### config.mk
export PLATFORM = sky130hd
export DESIGN_NAME = psl_top
export DESIGN_NICKNAME = d
export VERILOG_FILES = /design/src/hw/psl_pkg.sv /design/src/hw/psl_sync.sv /design/src/hw/psl_top.sv
export VERILOG_INCLUDE_DIRS = /design/src /design/src/hw
export SDC_FILE = /design/constraint.sdc
export NUM_CORES = 1
export LEC_CHECK = 0
export ABC_AREA = 1
export BUFFER_PORTS_ARGS = -buffer_cell sky130_fd_sc_hd__buf_2
export CORE_ASPECT_RATIO = 2
export CORE_MARGIN = 1
export CORE_UTILIZATION = 41
export DETAILED_ROUTE_END_ITERATION = 16
export PLACE_DENSITY = 0.74
export RECOVER_POWER = 50
export REMOVE_ABC_BUFFERS = 1
export SETUP_SLACK_MARGIN = 0.2
export SYNTH_ARGS = -nofsm -noshare
export SYNTH_HDL_FRONTEND = slang
export SYNTH_SLANG_ARGS = --single-unit
### constraint.sdc
create_clock -name mclk -period 1.4 [get_ports mclk]
set_clock_uncertainty 0.1 [all_clocks]
set_input_delay 0.21 -clock mclk [delete_from_list [all_inputs] [get_ports mclk]]
set_output_delay 0.21 -clock mclk [all_outputs]
set_load 0.02 [all_outputs]
### src/hw/psl_regs.svh
// Offsets, bit positions, reset words and timing figures of the strap latch
// Included by the strap latch modules; definitions only
`ifndef PSL_REGS_SVH
`define PSL_REGS_SVH

// APB address width and register byte offsets
`define PSL_AW              16
`define PSL_OFF_BOOT_CFG    16'h3410
`define PSL_OFF_SWAP_CFG    16'h3414
`define PSL_OFF_RP_CFG      16'h0224
`define PSL_OFF_STRAP_STAT  16'h0400

// Field positions
`define PSL_BIT_NO_REBOOT   5
`define PSL_BIT_BOOT_DEST   3
`define PSL_BIT_TOP_SWAP    0
`define PSL_BIT_RP_SYNC     0
`define PSL_BIT_RP_SDOUT    1
`define PSL_ST_XOR          0
`define PSL_ST_XSEL_LSB     1
`define PSL_ST_SUSP         5
`define PSL_ST_CORE25       6
`define PSL_ST_PULLUP       7

// Boot region address bit that top-block swap inverts
`define PSL_SWAP_ADDR_BIT   16

// Reset values
`define PSL_RST_WORD        32'h0000_0000
`define PSL_RST_STRAPS      10'h000

// Pull-up release time and clock rate
`define PSL_PULLUP_OFF_MS   100
`define PSL_CLK_KHZ         100000
`define PSL_PU_CNT_W        24
// Cycles from a pin change to the start of the count, with margin
`define PSL_SYNC_LAG        8

`endif

### src/hw/psl_pkg.sv
// Types shared by the strap latch modules
// Assumes psl_regs.svh for numeric constants
package psl_pkg;

    // Edge-sampled strap pins, as seen at the pins or as latched
    typedef struct packed {
        logic       top_swap_n;  // Low selects top-block swap
        logic       no_reboot;   // High selects no-reboot
        logic       boot_dest;   // High routes boot ranges to LPC
        logic       xor_entry_n; // Low enters XOR chain test
        logic [3:0] xor_sel;     // XOR chain choice
        logic       sdout;       // Root port configuration bit 1
        logic       sync;        // Root port configuration bit 0
    } psl_straps_t;

    // Pull-up control of the 2.5 V regulator strap pin
    typedef enum logic [1:0] {
        PSL_PU_ON    = 2'b00,
        PSL_PU_COUNT = 2'b01,
        PSL_PU_OFF   = 2'b11
    } psl_pu_state_t;

endpackage : psl_pkg

### src/hw/psl_sync.sv
// Three-stage pin synchroniser with agreement filter
// Assumes asynchronous inputs; output settles once stages two and three agree
`timescale 1ns/1ps
`include "psl_regs.svh"

module psl_sync #(
    parameter int W = 1
) (
    input  wire logic         mclk,
    input  wire logic         rstn,
    input  wire logic [W-1:0] d,
    output logic      [W-1:0] q
);

    logic [W-1:0] s1_r;
    logic [W-1:0] s2_r;
    logic [W-1:0] s3_r;
    logic [W-1:0] q_nxt;

    // Take a new level only where the last two stages agree
    always_comb begin
        for (int i = 0; i < W; i++) begin
            q_nxt[i] = (s2_r[i] == s3_r[i]) ? s2_r[i] : q[i];
        end
    end

    // First stage feeds the second and nothing else
    always_ff @(posedge mclk) begin
        if (!rstn) begin
            s1_r <= '0;
            s2_r <= '0;
            s3_r <= '0;
            q    <= '0;
        end else begin
            s1_r <= d;
            s2_r <= s1_r;
            s3_r <= s2_r;
            q    <= q_nxt;
        end
    end

endmodule : psl_sync

### src/hw/psl_top.sv
// Power-on strap latch: captures board straps and exposes them over APB
// Assumes asynchronous pins, one 100 MHz clock and an APB master
//
// The implementer's own choices: the APB interface to the registers and the register addresses.
`timescale 1ns/1ps
`include "psl_regs.svh"

// How it works
// - power_ok rise samples top swap; low inverts A16 on boot region cycles.
// - Latched top swap reads in bit 0 of word 3414h.
// - Software cannot clear top swap while its strap was latched active.
// - power_ok rise samples no-reboot pin; high disables watchdog reboot.
// - Latched no-reboot reads in bit 5 of word 3410h.
// - Suspend regulator enable follows its pin continuously.
// - Reset rise samples 2.5 V strap; low enables; pull-up off by 100 ms.
// - power_ok rise samples boot destination; bit 3 of 3410h also sets it.
// - Low test entry pin at power_ok rise enters XOR test, chain chosen.
// - Without test entry, sampled serial out sets root port bit 1.
// - power_ok rise copies sampled sync pin into root port bit 0.
module psl_top
    import psl_pkg::*;
#(
    parameter int unsigned PULLUP_OFF_CYC =
        `PSL_PULLUP_OFF_MS * `PSL_CLK_KHZ
) (
    input  wire logic              mclk,
    input  wire logic              rstn,
    input  wire logic              power_ok,
    input  wire logic              resume_well_reset,
    input  wire psl_straps_t       strap_pins,
    input  wire logic              suspend_regulator_enable_pin,
    input  wire logic              core25_regulator_strap_pin,
    input  wire logic              psel,
    input  wire logic              penable,
    input  wire logic              pwrite,
    input  wire logic [`PSL_AW-1:0] paddr,
    input  wire logic [31:0]       pwdata,
    output logic      [31:0]       prdata,
    output logic                   pready,
    output logic                   pslverr,
    input  wire logic [31:0]       fw_addr_in,
    input  wire logic              fw_hit_in,
    output logic      [31:0]       fw_addr_out,
    output logic                   no_reboot_mode,
    output logic                   boot_dest_lpc,
    output logic                   susp_vreg_en,
    output logic                   core25_vreg_en,
    output logic                   core25_pullup_en,
    output logic                   xor_test_mode,
    output logic      [3:0]        xor_chain_sel,
    output logic      [1:0]        rp_cfg
);

    // Count short by the pin filter lag so release lands inside the limit
    localparam logic [`PSL_PU_CNT_W-1:0] PU_LAST =
        `PSL_PU_CNT_W'(PULLUP_OFF_CYC - `PSL_SYNC_LAG);

    // Synchronised pins
    psl_straps_t pin_q;
    logic        pok_q;
    logic        rsm_q;
    logic        susp_q;
    logic        c25_q;

    psl_sync #(
        .W (14)
    ) u_sync (
        .mclk (mclk),
        .rstn (rstn),
        .d    ({power_ok, resume_well_reset, suspend_regulator_enable_pin,
                core25_regulator_strap_pin, strap_pins}),
        .q    ({pok_q, rsm_q, susp_q, c25_q, pin_q})
    );

    // Edge detection on the filtered sampling signals
    logic pok_prev_r;
    logic rsm_prev_r;
    logic pok_rise;
    logic rsm_rise;

    assign pok_rise = pok_q & ~pok_prev_r;
    assign rsm_rise = rsm_q & ~rsm_prev_r;

    always_ff @(posedge mclk) begin
        if (!rstn) begin
            pok_prev_r <= 1'b0;
            rsm_prev_r <= 1'b0;
        end else begin
            pok_prev_r <= pok_q;
            rsm_prev_r <= rsm_q;
        end
    end

    // APB decode; writes land on the edge where pready is seen high
    logic access;
    logic wr_en;
    logic hit_boot;
    logic hit_swap;

    assign access   = psel & penable & ~pready;
    assign wr_en    = psel & penable & pready & pwrite;
    assign hit_boot = (paddr == `PSL_OFF_BOOT_CFG);
    assign hit_swap = (paddr == `PSL_OFF_SWAP_CFG);

    // Strap group: power_ok edge state
    psl_straps_t straps_r;
    psl_straps_t straps_nxt;
    logic        ts_bit_r;
    logic        ts_bit_nxt;
    logic        boot_dest_r;
    logic        boot_dest_nxt;
    logic        xor_mode_r;
    logic        xor_mode_nxt;
    logic [1:0]  rp_cfg_r;
    logic [1:0]  rp_cfg_nxt;

    // Edge capture beats a software write in the same cycle
    always_comb begin
        straps_nxt    = straps_r;
        ts_bit_nxt    = ts_bit_r;
        boot_dest_nxt = boot_dest_r;
        xor_mode_nxt  = xor_mode_r;
        rp_cfg_nxt    = rp_cfg_r;
        if (wr_en && hit_swap) begin
            // A latched swap strap pins the bit high
            ts_bit_nxt = pwdata[`PSL_BIT_TOP_SWAP] | ~straps_r.top_swap_n;
        end
        if (wr_en && hit_boot) begin
            boot_dest_nxt = pwdata[`PSL_BIT_BOOT_DEST];
        end
        if (pok_rise) begin
            straps_nxt    = pin_q;
            ts_bit_nxt    = ~pin_q.top_swap_n;
            boot_dest_nxt = pin_q.boot_dest;
            xor_mode_nxt  = ~pin_q.xor_entry_n;
            rp_cfg_nxt[`PSL_BIT_RP_SYNC] = pin_q.sync;
            // Serial out is a test pin while XOR entry is strapped
            if (pin_q.xor_entry_n) begin
                rp_cfg_nxt[`PSL_BIT_RP_SDOUT] = pin_q.sdout;
            end
        end
    end

    always_ff @(posedge mclk) begin
        if (!rstn) begin
            straps_r    <= `PSL_RST_STRAPS;
            straps_r.top_swap_n  <= 1'b1;
            straps_r.xor_entry_n <= 1'b1;
            ts_bit_r    <= 1'b0;
            boot_dest_r <= 1'b0;
            xor_mode_r  <= 1'b0;
            rp_cfg_r    <= 2'h0;
        end else begin
            straps_r    <= straps_nxt;
            ts_bit_r    <= ts_bit_nxt;
            boot_dest_r <= boot_dest_nxt;
            xor_mode_r  <= xor_mode_nxt;
            rp_cfg_r    <= rp_cfg_nxt;
        end
    end

    // Regulator group and pull-up release timer
    psl_pu_state_t            pu_st_r;
    psl_pu_state_t            pu_st_nxt;
    logic [`PSL_PU_CNT_W-1:0] pu_cnt_r;
    logic [`PSL_PU_CNT_W-1:0] pu_cnt_nxt;
    logic                     c25_en_r;
    logic                     c25_en_nxt;
    logic                     susp_en_r;

    // Pull-up held through reset, dropped a bounded time after release
    always_comb begin
        pu_st_nxt  = pu_st_r;
        pu_cnt_nxt = pu_cnt_r;
        c25_en_nxt = c25_en_r;
        if (rsm_rise) begin
            c25_en_nxt = ~c25_q;
        end
        unique case (pu_st_r)
            PSL_PU_ON: begin
                pu_cnt_nxt = '0;
                if (rsm_rise) begin
                    pu_st_nxt = PSL_PU_COUNT;
                end
            end
            PSL_PU_COUNT: begin
                pu_cnt_nxt = pu_cnt_r + `PSL_PU_CNT_W'(1);
                if (pu_cnt_r == PU_LAST) begin
                    pu_st_nxt = PSL_PU_OFF;
                end
            end
            PSL_PU_OFF: begin
                pu_cnt_nxt = '0;
            end
            default: begin
                pu_st_nxt  = PSL_PU_ON;
                pu_cnt_nxt = '0;
            end
        endcase
        // Re-entering resume reset restores the pull-up
        if (!rsm_q) begin
            pu_st_nxt  = PSL_PU_ON;
            pu_cnt_nxt = '0;
        end
    end

    always_ff @(posedge mclk) begin
        if (!rstn) begin
            pu_st_r   <= PSL_PU_ON;
            pu_cnt_r  <= '0;
            c25_en_r  <= 1'b0;
            susp_en_r <= 1'b0;
        end else begin
            pu_st_r   <= pu_st_nxt;
            pu_cnt_r  <= pu_cnt_nxt;
            c25_en_r  <= c25_en_nxt;
            susp_en_r <= susp_q;
        end
    end

    // APB answer group: one wait state, read data registered
    logic [31:0] rdata;
    logic [31:0] prdata_r;
    logic [31:0] prdata_nxt;
    logic        pready_r;
    logic        pslverr_r;
    logic        pslverr_nxt;

    always_comb begin
        rdata       = `PSL_RST_WORD;
        pslverr_nxt = 1'b0;
        unique case (paddr)
            `PSL_OFF_BOOT_CFG: begin
                rdata[`PSL_BIT_NO_REBOOT] = straps_r.no_reboot;
                rdata[`PSL_BIT_BOOT_DEST] = boot_dest_r;
            end
            `PSL_OFF_SWAP_CFG: begin
                rdata[`PSL_BIT_TOP_SWAP] = ts_bit_r;
            end
            `PSL_OFF_RP_CFG: begin
                rdata[1:0] = rp_cfg_r;
            end
            `PSL_OFF_STRAP_STAT: begin
                rdata[`PSL_ST_XOR]    = xor_mode_r;
                rdata[`PSL_ST_XSEL_LSB +: 4] = straps_r.xor_sel;
                rdata[`PSL_ST_SUSP]   = susp_en_r;
                rdata[`PSL_ST_CORE25] = c25_en_r;
                rdata[`PSL_ST_PULLUP] = (pu_st_r != PSL_PU_OFF);
            end
            default: begin
                pslverr_nxt = 1'b1;
            end
        endcase
        prdata_nxt = (access && !pwrite) ? rdata : `PSL_RST_WORD;
        if (!access) begin
            pslverr_nxt = 1'b0;
        end
    end

    always_ff @(posedge mclk) begin
        if (!rstn) begin
            prdata_r  <= `PSL_RST_WORD;
            pready_r  <= 1'b0;
            pslverr_r <= 1'b0;
        end else begin
            prdata_r  <= prdata_nxt;
            pready_r  <= access;
            pslverr_r <= pslverr_nxt;
        end
    end

    // Boot region address path; swap flips one address bit
    logic [31:0] fw_addr_r;
    logic [31:0] fw_addr_nxt;

    always_comb begin
        fw_addr_nxt = fw_addr_in;
        if (fw_hit_in && ts_bit_r) begin
            fw_addr_nxt[`PSL_SWAP_ADDR_BIT] = ~fw_addr_in[`PSL_SWAP_ADDR_BIT];
        end
    end

    // Output flops, including strap-only copies so every pin is registered
    logic no_reboot_r;
    logic pullup_r;

    always_ff @(posedge mclk) begin
        if (!rstn) begin
            fw_addr_r   <= `PSL_RST_WORD;
            no_reboot_r <= 1'b0;
            pullup_r    <= 1'b1;
        end else begin
            fw_addr_r   <= fw_addr_nxt;
            no_reboot_r <= straps_nxt.no_reboot;
            pullup_r    <= (pu_st_nxt != PSL_PU_OFF);
        end
    end

    assign prdata           = prdata_r;
    assign pready           = pready_r;
    assign pslverr          = pslverr_r;
    assign fw_addr_out      = fw_addr_r;
    assign no_reboot_mode   = no_reboot_r;
    assign boot_dest_lpc    = boot_dest_r;
    assign susp_vreg_en     = susp_en_r;
    assign core25_vreg_en   = c25_en_r;
    assign core25_pullup_en = pullup_r;
    assign xor_test_mode    = xor_mode_r;
    assign xor_chain_sel    = straps_r.xor_sel;
    assign rp_cfg           = rp_cfg_r;
endmodule : psl_top

==> impl_metrics.toml <==
[setup_path]
cp_data_arrival_time_ns = 1.60
ff2ff_path_depth = 8
required_ns = 1.61
critPathKind = "reg -> reg"
slowest_delay_ns = 0.36
start_kind = "flop"
slowest_stage = "dfxtp_4"
crit_path_end_kind = "flop"
path_delay_family = "simple AND/OR/NAND/NOR gates"
cp_max_fo = 3
critical_path_buf_inv_count = 0
path_cells = "ha_4, nand2_4, nor2_4, nand2_2, nor2_4, nand3_1, nand2_1, a21oi_1"
path_depth = 8
path_common_cell = "nor2_4"

[finish]
final_cell_mix = "143 x nand2_1, 110 x inv_1, 104 x dfxtp_1"
drive_above_1_share = 0.322
fillCellCount = 988
nets = 990
seqCellArea_mm2 = 0.00285
syn_to_final_growth_pct = 49.5
finish.utilization = 0.633
multi_input_area_mm2 = 0.00194
layout_commonest_cell = "nand2_1"

[synth]
yosysUniqueCellTypes = 28
yosys.area.top_type = "dfxtp_1"
synth_cells = 672
ys_ff_latch = 140
yosys_warnings = 0
yosysSeqAreaShare = 0.543
syn_area_mm2 = 0.00516
yosys-top-cells-area = "dfxtp_1 54%, nand2_1 11%, inv_1 8.4%"
syn_avg_cell_area_um2 = 7.68
synth_top_area_frac = 0.543

[power]
internal-power_mw = 6.88
combPwrFrac = 0.067
swShare = 0.241
p_per_area_mw_per_mm2 = 1170
p_sw_mw = 2.19
p_seq_frac = 0.455
p_clk_frac = 0.478
power.leakage_nw = 3.80
ir_drop_v = 0.000961

[clock_tree]
cts_tree = "yes"
clock_path_buffers = 2
cts_max_level = 4
cts_made_buffers = 17
clk_latency_ns = 0.42
cts-root-buf = "clkbuf_16"
clkTransAtPathRegs_ns = 0.06
cts_sinks = 140

[drt]
wire_per_inst_um = 11.8
routed_wl_mm = 12.3
drc = 0
drtIter0Drc = 142
vias = 4688
viasPerCell = 4.47
drt_pre_antenna_iters = 6
postRouteAntennaNets = 0

[die]
start_util = 0.423
die_y_um = 161
rows = 57
die_w_um = 81.4
core-area_mm2 = 0.0122
dieArea_mm2 = 0.0131
io_pins = 178

[min_path]
min_path_type = "in -> reg"
min_path_cells = 4

[run]
drv_cap = 0

[place]
io_buffers = 123
place.gp.congestion = 0.853
dp_hpwl_mm = 7.93

[global_route]
grt_usage = 0.193
antenna_found_initial = 1
grt_pass1_wl_mm = 19.1
grt_max_degree = 59
gr-total-overflow = 0
grt_pass1_vias = 4497

[timing]
fin_crit_ns = 1.40
worstMarginPinSlew_ns = 0.730
setup_viol = 0
rsz0062_at_grt = "yes"
hold_viol_final = 0
timing.slew.headroom = 0.513
fin_crit_sh = 0.999
fmaxAchievable_mhz = 715
slew_violations = 0
tns_ns = 0

[status]
outcome = "complete, no violations"
## repair_timing
item	in CTS	in global routing
setup buffers	10	1
endpoints found under the hold margin	48	0
pin swaps	14	16
hold buffers	49	0
setup endpoints to repair	64	74
gates cloned	0	1
gates resized for setup	107	94
## area by class of cell
class | count | share of cell area
sequential | 140 | 0.369
multi-input combinational | 394 | 0.251
timing repair buffer | 217 | 0.223
inverter | 118 | 0.0580
clock buffer | 17 | 0.0551
tap | 147 | 0.0238
clock inverter | 15 | 0.0194
antenna | 1 | 0.000324
## flip-flops by register name, summed over array words and instances, names as in the netlist, 2 cells and up
name,cells
u_sync.s2_r,14
fw_addr_out,32
xor_chain_sel,4
pu_cnt_r,24
rp_cfg,2
u_sync.s3_r,14
u_sync.s1_r,14
pu_st_r,2
u_sync.q,14
prdata,8
## cell families after synthesis
family | after synthesis | synth area share
compound gates | 71 | 0.0708
xor+xnor | 1 | 0.00170
fa+ha+maj | 2 | 0.00485
buf+inv | 161 | 0.140
flops | 140 | 0.543
other cells | 1 | 0.000726
simple gates | 296 | 0.239
## power groups by stage
stage          combinational (mW)  clock, mW  sequential, mW
2_1_floorplan               0.162          0            4.27
3_3_place_gp                0.434          0            4.20
3_5_place_dp                0.440          0            4.21
4_1_cts                     0.566       4.44            4.12
5_1_grt                     0.663       4.58            4.13
6_report                    0.605       4.34            4.12
## per-layer routing
layer  routed length, um  global-route usage
met2                6980               0.366
met1                4300               0.171
met4                 594               0.119
met5                   0                   0
met3                 463              0.0455
## per-stage QoR
step / hold slack, ns / std cells / power, mW / instance area [um2] / setup WS [ns]
after floorplan: 0.203 / 652 / 4.43 / 4970 / -0.0131
after global placement: 0.289 / 955 / 4.64 / 6020 / -0.0827
after detailed placement: 0.294 / 955 / 4.65 / 6020 / -0.0952
after CTS: 0.0208 / 1046 / 9.13 / 7460 / 0.0172
after global routing: 0.0233 / 1049 / 9.38 / 7720 / -0.0710
final: 0.0199 / 1049 / 9.07 / 7720 / 0.00196
## final timing paths
kind / start / end / slack (ns)
max: pu_cnt_r[1] / pu_cnt_r[16] / 0.002
min: pwdata[0] / ts_bit_r / 0.02
max reg2reg: pu_cnt_r[1] / pu_cnt_r[16] / 0.002
min reg2reg: u_sync.s1_r[2] / u_sync.s2_r[2] / 0.31
## tightest hold or removal path: cells and delay by family
| kind | cells | cell delay, ns |
|---|---|---|
| buf+inv | 1 | 0.08 |
| simple gates | 3 | 0.21 |
## Yosys cell counts, drive strengths merged
master and number:
a211oi 1, a21oi 36, buf 36, clkbuf 7
conb 1, dfxtp 140, ha 2, inv 118
nand2 154, nand3 24, nand3b 1, nand4 7
nor2 98, nor3 10, nor3b 1, o21a 1
o21ai 31, o31ai 2, or2 1, xor2 1
No activity file was read; power rests on OpenSTA's default activity.
